`config.mk`:
```
export PLATFORM = sky130hd
export DESIGN_NAME = ebp_port_pins
export DESIGN_NICKNAME = d
export VERILOG_FILES = /design/src/verilog/ebp_pkg.sv /design/src/verilog/ebp_port_bank.sv /design/src/verilog/ebp_port_pins.sv
export SDC_FILE = /design/constraint.sdc
export NUM_CORES = 1
export LEC_CHECK = 0
export BUFFER_PORTS_ARGS = -buffer_cell sky130_fd_sc_hd__buf_2
export CORE_ASPECT_RATIO = 1.5
export CORE_UTILIZATION = 40
export CTS_BUF_LIST = sky130_fd_sc_hd__clkbuf_16
export CTS_CLUSTER_SIZE = 16
export DETAILED_ROUTE_END_ITERATION = 6
export GPL_TIMING_DRIVEN = 0
export PLACE_DENSITY_LB_ADDON = 0.25
export SYNTH_ARGS = -nofsm -noshare
export SYNTH_HDL_FRONTEND = slang
export SYNTH_SLANG_ARGS = --single-unit
```
`constraint.sdc`:
```
create_clock -name clk -period 2.7 [get_ports clk]
set_input_delay 0.27 -clock clk [delete_from_list [all_inputs] [get_ports clk]]
set_output_delay 0.27 -clock clk [all_outputs]
set_load 0.1 [all_outputs]
```
`src/verilog/ebp_pkg.sv`:
```
// Purpose : shared constants for the external bus port pin block
// Assumes : apb register slave, 32-bit data, one word per register
// Notes   : printed offsets are register indices, byte address is index * 4
package ebp_pkg;

   // ==========================================================
   // widths
   localparam int HIGH_WIDTH = 8;   // high port pins, largest variant
   localparam int LOW_WIDTH  = 16;  // low port pins, every variant
   localparam int DEC_BITS   = 12;  // index bits compared by the decoder

   // ==========================================================
   // register indices (byte address = index * 4)
   localparam logic [31:0] IDX_LOW_DATA       = 32'hffff_f004; // whole + lower byte
   localparam logic [31:0] IDX_LOW_DATA_UPPER = 32'hffff_f005; // upper byte alias
   localparam logic [31:0] IDX_HIGH_DATA      = 32'hffff_f006;
   localparam logic [31:0] IDX_LOW_DIR        = 32'hffff_f024; // whole + lower byte
   localparam logic [31:0] IDX_LOW_DIR_UPPER  = 32'hffff_f025;
   localparam logic [31:0] IDX_HIGH_DIR       = 32'hffff_f026;
   localparam logic [31:0] IDX_LOW_FS         = 32'hffff_f044; // whole + lower byte
   localparam logic [31:0] IDX_LOW_FS_UPPER   = 32'hffff_f045;
   localparam logic [31:0] IDX_HIGH_FS        = 32'hffff_f046;

   // ==========================================================
   // reset values
   localparam logic [15:0] DATA_RESET = 16'h0000; // latch content is don't-care
   localparam logic [15:0] DIR_RESET  = 16'hffff; // all pins start as inputs
   localparam logic [15:0] FS_RESET   = 16'h0000; // all pins start as port

   // ==========================================================
   // implemented function select bits of the high port
   localparam logic [7:0] HIGH_FS_MASK_FULL  = 8'hff; // eight-pin variant
   localparam logic [7:0] HIGH_FS_MASK_SMALL = 8'h3f; // six-pin variant

   // ==========================================================
   // byte strobe patterns
   localparam logic [1:0] STRB_HALF = 2'b11; // halfword access
   localparam logic [1:0] STRB_LOW  = 2'b01; // lower byte access

endpackage

```
`src/verilog/ebp_port_bank.sv`:
```
// Purpose : one port: data latch, direction, function select, pin drive
// Assumes : write enables are single-cycle, pin levels already synchronised
// Notes   : wdata bits sit at register bit positions; we[1] serves bits 15:8
`timescale 1ns/1ps
module ebp_port_bank import ebp_pkg::*; #(
   parameter int WIDTH = 8
) (
   input  wire logic             clk,        // system clock
   input  wire logic             reset,      // sync reset, high
   input  wire logic [1:0]       data_we,    // latch byte write enables
   input  wire logic [1:0]       dir_we,     // direction byte write enables
   input  wire logic [1:0]       fs_we,      // function select byte write enables
   input  wire logic [15:0]      wdata,      // write data, register aligned
   input  wire logic [WIDTH-1:0] fs_mask,    // implemented select bits
   input  wire logic [WIDTH-1:0] pin_sync,   // synchronised pin levels
   input  wire logic [WIDTH-1:0] alt_out,    // bus controller drive value
   input  wire logic [WIDTH-1:0] alt_oe,     // bus controller drive enable
   output logic      [WIDTH-1:0] read_view,  // value software reads
   output logic      [WIDTH-1:0] dir_view,   // direction register
   output logic      [WIDTH-1:0] fs_view,    // function select register
   output logic      [WIDTH-1:0] pin_out,    // pin output level
   output logic      [WIDTH-1:0] pin_oe      // pin drive enable
);

   // ==========================================================
   // storage
   logic [WIDTH-1:0] latch_reg;  // data latch
   logic [WIDTH-1:0] dir_reg;    // 1 = input, 0 = output
   logic [WIDTH-1:0] fs_reg;     // 1 = bus function
   logic [WIDTH-1:0] latch_next; // latch after this cycle's write
   logic [WIDTH-1:0] dir_next;   // direction after this cycle's write
   logic [WIDTH-1:0] fs_next;    // select after this cycle's write

   // ==========================================================
   // per-pin logic
   for (genvar i = 0; i < WIDTH; i++) begin : g_bit
      localparam int B = i / 8; // byte lane of this bit

      // next values, so the pin follows a write on the same edge
      assign latch_next[i] = data_we[B] ? wdata[i] : latch_reg[i];           // [RQ1]
      assign dir_next[i]   = dir_we[B] ? wdata[i] : dir_reg[i];              // [RQ4]
      assign fs_next[i]    = fs_we[B] ? (wdata[i] & fs_mask[i]) : fs_reg[i]; // [RQ5]

      // register state, latch written regardless of direction
      always_ff @(posedge clk) begin
         if (reset) begin
            latch_reg[i] <= DATA_RESET[i];
            dir_reg[i]   <= DIR_RESET[i];  // [RQ16]
            fs_reg[i]    <= FS_RESET[i];   // [RQ5]
         end else begin
            latch_reg[i] <= latch_next[i]; // [RQ2] [RQ10]
            dir_reg[i]   <= dir_next[i];
            fs_reg[i]    <= fs_next[i];    // [RQ6] [RQ7]
         end
      end

      // pin drive: bus controller wins in control mode, else latch/direction
      always_ff @(posedge clk) begin
         if (reset) begin
            pin_out[i] <= 1'b0;
            pin_oe[i]  <= 1'b0;
         end else if (fs_next[i]) begin
            pin_out[i] <= alt_out[i];      // [RQ17] [RQ14]
            pin_oe[i]  <= alt_oe[i];       // [RQ17]
         end else begin
            pin_out[i] <= latch_next[i];   // [RQ3] [RQ11]
            pin_oe[i]  <= ~dir_next[i];    // [RQ16] [RQ2]
         end
      end

      // input mode reads the pin, output mode reads the latch
      assign read_view[i] = dir_reg[i] ? pin_sync[i] : latch_reg[i]; // [RQ2] [RQ3] [RQ10] [RQ11]
   end

   assign dir_view = dir_reg;
   assign fs_view  = fs_reg;

endmodule

```
`src/verilog/ebp_port_pins.sv`:
```
// Purpose : high and low general-purpose ports sharing pins with the external bus
// Assumes : apb slave on the system clock, bus controller on the same clock
// Notes   : pin inputs pass two flops; every output is a flop
//
// Summary of operation
// [RQ1] eight-bit high data latch, read and write
// [RQ2] high input pin: read pin, write latch only
// [RQ3] high output pin: read latch, write drives pin
// [RQ4] eight-bit high direction register, byte access
// [RQ5] six-pin variant: select resets zero, bits 7:6 zero
// [RQ6] eight-pin variant: all select bits drive addresses
// [RQ7] sixteen low pins, each bit controlled alone
// [RQ8] low data halfword whole, byte aliases allowed
// [RQ9] software reaches upper bits via upper alias
// [RQ10] low input pin: read pin, write latch only
// [RQ11] low output pin: read latch, drive at once
// [RQ12] low direction halfword whole, byte aliases allowed
// [RQ13] low select halfword whole, byte aliases allowed
// [RQ14] low control mode carries muxed bus line n
// [RQ15] software minds bus behaviour before selecting control
// [RQ16] direction 0 output, 1 input, resets ones
// [RQ17] control mode: bus controller owns drive and enable
`timescale 1ns/1ps
module ebp_port_pins import ebp_pkg::*; #(
   parameter bit SMALL_HIGH_PORT = 1'b0  // 1 = six-pin high port variant
) (
   input  wire logic        clk,            // system clock, 200 MHz
   input  wire logic        reset,          // sync reset, high
   input  wire logic        psel,           // apb select
   input  wire logic        penable,        // apb access phase
   input  wire logic        pwrite,         // apb write
   input  wire logic [31:0] paddr,          // apb byte address
   input  wire logic [31:0] pwdata,         // apb write data
   input  wire logic [3:0]  pstrb,          // apb byte strobes
   output logic             pready,         // apb ready
   output logic      [31:0] prdata,         // apb read data
   output logic             pslverr,        // apb error
   input  wire logic [7:0]  high_pin_in,    // high port pin levels
   output logic      [7:0]  high_pin_out,   // high port pin drive
   output logic      [7:0]  high_pin_oe,    // high port drive enable
   input  wire logic [15:0] low_pin_in,     // low port pin levels
   output logic      [15:0] low_pin_out,    // low port pin drive
   output logic      [15:0] low_pin_oe,     // low port drive enable
   input  wire logic [7:0]  upper_addr,     // bus address lines 16 up
   input  wire logic [15:0] muxed_bus_out,  // bus address/data drive
   input  wire logic [15:0] muxed_bus_oe,   // bus address/data enable
   output logic      [15:0] muxed_bus_in    // synchronised low pins to bus
);

   // ==========================================================
   // pin synchronisers
   logic [7:0]  high_sync1_reg;  // first stage, read only by second
   logic [7:0]  high_sync2_reg;  // stable high pin levels
   logic [15:0] low_sync1_reg;   // first stage, read only by second
   logic [15:0] low_sync2_reg;   // stable low pin levels

   // pins are asynchronous to clk, so two flops before any use
   always_ff @(posedge clk) begin
      if (reset) begin
         high_sync1_reg <= 8'h00;
         high_sync2_reg <= 8'h00;
         low_sync1_reg  <= 16'h0000;
         low_sync2_reg  <= 16'h0000;
      end else begin
         high_sync1_reg <= high_pin_in;
         high_sync2_reg <= high_sync1_reg;
         low_sync1_reg  <= low_pin_in;
         low_sync2_reg  <= low_sync1_reg;
      end
   end

   // low pins handed to the bus controller as registered levels
   always_ff @(posedge clk) begin
      if (reset) begin
         muxed_bus_in <= 16'h0000;
      end else begin
         muxed_bus_in <= low_sync2_reg; // [RQ14]
      end
   end

   // ==========================================================
   // apb phase tracking
   logic                  ready_reg;  // answer pending in this access cycle
   logic                  first_acc;  // first access-phase cycle
   logic                  commit;     // edge at which the transfer ends
   logic [DEC_BITS-1:0]   idx;        // register index from the address

   // one wait state: lets read data and error come from flops
   assign first_acc = psel & penable & ~ready_reg;
   assign commit    = psel & penable & ready_reg;
   assign idx       = paddr[DEC_BITS+1:2];

   always_ff @(posedge clk) begin
      if (reset) begin
         ready_reg <= 1'b0;
      end else begin
         ready_reg <= first_acc;
      end
   end

   // ==========================================================
   // address decode
   logic hit_ld, hit_ldu, hit_hd;    // data registers
   logic hit_lr, hit_lru, hit_hr;    // direction registers
   logic hit_lf, hit_lfu, hit_hf;    // function select registers
   logic base_hit;                   // any low-port whole register
   logic alias_hit;                  // any byte-wide register
   logic strb_half;                  // halfword access on a base
   logic strb_low;                   // lower byte access on a base
   logic legal;                      // access allowed

   always_comb begin
      hit_ld    = (idx == IDX_LOW_DATA[DEC_BITS-1:0]);
      hit_ldu   = (idx == IDX_LOW_DATA_UPPER[DEC_BITS-1:0]);
      hit_hd    = (idx == IDX_HIGH_DATA[DEC_BITS-1:0]);
      hit_lr    = (idx == IDX_LOW_DIR[DEC_BITS-1:0]);
      hit_lru   = (idx == IDX_LOW_DIR_UPPER[DEC_BITS-1:0]);
      hit_hr    = (idx == IDX_HIGH_DIR[DEC_BITS-1:0]);
      hit_lf    = (idx == IDX_LOW_FS[DEC_BITS-1:0]);
      hit_lfu   = (idx == IDX_LOW_FS_UPPER[DEC_BITS-1:0]);
      hit_hf    = (idx == IDX_HIGH_FS[DEC_BITS-1:0]);
      base_hit  = hit_ld | hit_lr | hit_lf;
      alias_hit = hit_ldu | hit_lru | hit_lfu | hit_hd | hit_hr | hit_hf;
      strb_half = (pstrb[1:0] == STRB_HALF);
      strb_low  = (pstrb[1:0] == STRB_LOW);
      // base accepts the whole halfword or its lower byte; aliases take lane 0
      if (!pwrite) begin
         legal = base_hit | alias_hit;                              // [RQ8]
      end else if (base_hit) begin
         legal = strb_half | strb_low;                              // [RQ8] [RQ12] [RQ13]
      end else begin
         legal = alias_hit & pstrb[0];                              // [RQ9]
      end
   end

   // ==========================================================
   // write enables per byte lane
   logic       wr;                 // committed legal write
   logic [1:0] ld_we, lr_we, lf_we; // low port byte enables
   logic [1:0] hd_we, hr_we, hf_we; // high port enables, lane 0 only
   logic [15:0] low_wdata;          // low port data, lane aligned
   logic [15:0] high_wdata;         // high port data

   always_comb begin
      wr    = commit & pwrite & legal;
      // upper alias lands in bits 15:8, base in 7:0 or 15:0
      ld_we = {wr & ((hit_ld & strb_half) | hit_ldu), wr & hit_ld}; // [RQ8] [RQ9]
      lr_we = {wr & ((hit_lr & strb_half) | hit_lru), wr & hit_lr}; // [RQ12]
      lf_we = {wr & ((hit_lf & strb_half) | hit_lfu), wr & hit_lf}; // [RQ13]
      hd_we = {1'b0, wr & hit_hd};                                  // [RQ1]
      hr_we = {1'b0, wr & hit_hr};                                  // [RQ4]
      hf_we = {1'b0, wr & hit_hf};                                  // [RQ5] [RQ6]
      if (hit_ldu | hit_lru | hit_lfu) begin
         low_wdata = {pwdata[7:0], pwdata[7:0]};
      end else begin
         low_wdata = pwdata[15:0];
      end
      high_wdata = {8'h00, pwdata[7:0]};
   end

   // ==========================================================
   // port banks
   logic [7:0]  high_read, high_dir, high_fs;   // high port views
   logic [15:0] low_read, low_dir, low_fs;      // low port views
   logic [7:0]  high_mask;                      // implemented select bits

   // the small variant cannot set select bits 7 and 6
   assign high_mask = SMALL_HIGH_PORT ? HIGH_FS_MASK_SMALL : HIGH_FS_MASK_FULL; // [RQ5] [RQ6]

   ebp_port_bank #(
      .WIDTH     (HIGH_WIDTH)
   ) u_high (
      .clk       (clk),
      .reset     (reset),
      .data_we   (hd_we),
      .dir_we    (hr_we),
      .fs_we     (hf_we),
      .wdata     (high_wdata),
      .fs_mask   (high_mask),
      .pin_sync  (high_sync2_reg),
      .alt_out   (upper_addr),     // address lines 16 plus bit index
      .alt_oe    (8'hff),          // address lines are output only
      .read_view (high_read),
      .dir_view  (high_dir),
      .fs_view   (high_fs),
      .pin_out   (high_pin_out),
      .pin_oe    (high_pin_oe)
   );

   ebp_port_bank #(
      .WIDTH     (LOW_WIDTH)
   ) u_low (
      .clk       (clk),
      .reset     (reset),
      .data_we   (ld_we),
      .dir_we    (lr_we),
      .fs_we     (lf_we),
      .wdata     (low_wdata),
      .fs_mask   (16'hffff),       // all sixteen select bits exist
      .pin_sync  (low_sync2_reg),
      .alt_out   (muxed_bus_out),  // muxed line n on pin n
      .alt_oe    (muxed_bus_oe),   // bus turns the lines around itself
      .read_view (low_read),
      .dir_view  (low_dir),
      .fs_view   (low_fs),
      .pin_out   (low_pin_out),
      .pin_oe    (low_pin_oe)
   );

   // ==========================================================
   // read mux
   logic [31:0] rd_mux; // read word for the decoded register

   // narrower registers sit low, unused bits read zero
   always_comb begin
      rd_mux = 32'h0000_0000;
      if (hit_ld) begin
         rd_mux[15:0] = low_read;          // [RQ8] [RQ10] [RQ11]
      end else if (hit_ldu) begin
         rd_mux[7:0] = low_read[15:8];     // [RQ9]
      end else if (hit_hd) begin
         rd_mux[7:0] = high_read;          // [RQ2] [RQ3]
      end else if (hit_lr) begin
         rd_mux[15:0] = low_dir;           // [RQ12]
      end else if (hit_lru) begin
         rd_mux[7:0] = low_dir[15:8];
      end else if (hit_hr) begin
         rd_mux[7:0] = high_dir;           // [RQ4]
      end else if (hit_lf) begin
         rd_mux[15:0] = low_fs;            // [RQ13]
      end else if (hit_lfu) begin
         rd_mux[7:0] = low_fs[15:8];
      end else if (hit_hf) begin
         rd_mux[7:0] = high_fs;            // [RQ5]
      end
   end

   // ==========================================================
   // apb answer flops
   // answer is captured in the first access cycle and shown in the second
   always_ff @(posedge clk) begin
      if (reset) begin
         pready  <= 1'b0;
         prdata  <= 32'h0000_0000;
         pslverr <= 1'b0;
      end else if (first_acc) begin
         pready  <= 1'b1;
         prdata  <= (!pwrite && legal) ? rd_mux : 32'h0000_0000;
         pslverr <= ~legal;
      end else begin
         pready  <= 1'b0;
         prdata  <= 32'h0000_0000;
         pslverr <= 1'b0;
      end
   end

   // note: a read samples the pin one cycle before pready rises;
   // the level seen is two to three cycles old because of the synchroniser

endmodule
```
==> flow_summary.toml <==
[setup_path]
cp.required_ns = 3.05
worstPathCellList = "buf_2, clkbuf_1, or3b_1, a211oi_2, a21oi_1, o32ai_1, o311ai_0, a221oi_1"
end_kind = "flip-flop"
cp_slowest_cell = "a211oi_2"
worstSetupPathType = "primary input to flip-flop"
arrival_ns = 2.92
start_kind = "primary input"
cp_max_fo = 10
slowest_delay_ns = 0.66

[timing]
setup_tns_ns = 0
finalMaxSlewViolations = 0
fin_skew_ns = 0.0134
tightest_slew_ns = 1.07
slew_headroom = 0.282
fmax_ghz = 0.390
fin_crit_sh = 0.949
finalSetupViolCount = 0
rsz0062_at_grt = "no"
hold_ws_ns = -0.000187
finalHoldViolCount = 1
setup_slack_ns = 0.138
finalCriticalPeriod_ns = 2.56

[pwr]
pwr_density_cell_nw_per_um2 = 604
leakage_nw = 4.29
ir_drop_mv = 0.385
finalPower_mw = 6.01

[die]
die_h_um = 173
core_um2 = 19200
start_util = 0.409
die_area_um2 = 20200
dieWidth_um = 116
ioPinCount = 235
num_rows = 62

[layout]
fin_cells = 1277
nNetsFinal = 1148
seq_area_um2 = 4050
syn_to_final_growth_pct = 26.8
diodes = 0
layout_commonest_cell = "dfxtp_1"
layout_common_cells = "dfxtp_1, buf_2, nor2_1"
fillers = 1839
drive_gt1_frac = 0.251
multi_input_area_um2 = 3590

[clocking]
worstSkewPairLatency_ns = 0.50
cts_inserted_buffers = 19
cts_tree = "yes"
root_buffer = "clkbuf_16"
cts_sinks = 202
cts.clk_slew.worst_paths_ns = 0.06
clock_path_buffers = 3
h-tree-depth = 1

[min_path]
min_path_type = "primary input to flip-flop"

[grt]
grt_start_max_net_pins = 15
grt_pass1_wl_mm = 38.0
grt_pass1_vias = 6605
grt_usage = 0.257
grt_overflow = 0
antenna_found_initial = 0

[synth]
synth_ff_type = "dfxtp_1"
syn_avg_cell_area_um2 = 10.2
yosysWarnings = 0
async_reset_ff_frac = 0
yosysSeqAreaShare = 0.516
synth_seq_cells = 202
synth_cell_types = 55
synth-edff-count = 0
synth_cells = 771
synth_area_um2 = 7840

[placement]
place.gp.congestion = 0.941
portBuffers = 179
dp_cells = 1221
pre_cts_ws_ns = -0.492
place_hpwl_mm = 19.5

[run_status]
violations = "hold timing"
status = "finished, violations left"

[route]
drtPass1Iterations = 6
wl_per_cell_um = 20.2
routed_wl_mm = 25.8
ant_nets = 0
num_vias = 6554
via_per_inst = 5.13
drt-initial-drc-count = 395
drc = 0

[job]
max_cap_viol_count = 0
==> metal layers <==
metal / global-route usage / vias up / part of all wire
li1: - / 3159 / -
met3: 0.0325 / 61 / 0.054
met1: 0.299 / 3082 / 0.39
met5: 0 / - / 0
met2: 0.454 / 252 / 0.51
met4: 0.127 / 0 / 0.048
==> timing repair <==
item	in CTS	in global routing
setup endpoints to repair	6	20
buffers inserted	0	1
resized for setup	0	5
hold buffers	24	0
hold endpoints to repair	24	0
pin swaps	1	2
==> report_power, final <==
group          leakage, nW  internal, mW  total (mW)  switching (mW)
Sequential            1.64          3.02        3.04          0.0166
Clock                0.288          1.37        2.46            1.09
Combinational         2.36         0.155       0.510           0.356
==> cells in the mapped netlist, types with 2 or more instances <==
cell | instances | area, um2
a2111oi_0 | 3 | 26.3
a211o_1 | 5 | 43.8
a211oi_1 | 17 | 128
a21o_1 | 8 | 60.1
a21oi_1 | 41 | 205
a221o_1 | 5 | 50.1
a221oi_1 | 8 | 70.1
a222oi_1 | 6 | 60.1
a22o_1 | 9 | 78.8
a22oi_1 | 3 | 22.5
buf_4 | 16 | 120
clkbuf_1 | 32 | 120
dfxtp_1 | 202 | 4040
inv_1 | 6 | 22.5
mux2_2 | 19 | 214
mux2i_1 | 89 | 891
nand2_1 | 23 | 86.3
nand2b_1 | 11 | 68.8
nand3_1 | 11 | 55.1
nand3b_1 | 7 | 52.6
nand4_1 | 3 | 18.8
nand4bb_1 | 2 | 22.5
nor2_1 | 110 | 413
nor2b_1 | 77 | 482
nor3_1 | 7 | 35.0
nor4_4 | 4 | 85.1
o211ai_1 | 3 | 22.5
o21ai_0 | 12 | 60.1
o32ai_1 | 2 | 17.5
or3_1 | 4 | 25.0
or3b_1 | 2 | 17.5
==> cell families after synthesis <==
logic type | Yosys count | synth area share
flip-flops | 202 | 0.516
AND/OR/NAND/NOR | 274 | 0.189
buffers and inverters | 56 | 0.0356
AO/OA/AOI/OAI | 129 | 0.117
other | 1 | 0.000478
XOR/XNOR | 1 | 0.00112
multiplexers | 108 | 0.141
==> per-stage QoR <==
step | utilization | area, um2
2_1_floorplan | - | 7900
3_3_place_gp | 0.476 | 9110
3_5_place_dp | 0.476 | 9110
4_1_cts | 0.517 | 9910
5_1_grt | 0.519 | 9940
6_report | 0.519 | 9940
==> final timing paths <==
path | from | endpoint | slack [ns] | cells after the start
worst max-delay path | paddr[8] | prdata[5] | 0.14 | 8
worst min-delay path | low_pin_in[1] | low_sync1_reg[1] | -0.0002 | 2
worst max register to register | ready_reg | u_low.pin_out[8] | 0.17 | 6
worst min register to register | high_sync1_reg[0] | high_sync2_reg[0] | 0.43 | 1
==> layout make-up <==
| type | count | area share |
|---|---|---|
| timing repair buffer | 204 | 0.116 |
| buffer | 50 | 0.0258 |
| clock inverter | 12 | 0.00793 |
| multi-input combinational | 528 | 0.361 |
| sequential | 202 | 0.407 |
| clock buffer | 19 | 0.0478 |
| inverter | 6 | 0.00227 |
| tap | 256 | 0.0322 |
==> worst max-delay path, delay by kind of cell <==
family	cells	cell delay (ns)
AO/OA/AOI/OAI	5	1.70
buffers and inverters	2	0.53
AND/OR/NAND/NOR	1	0.42
(Power assumes the default switching activity.)
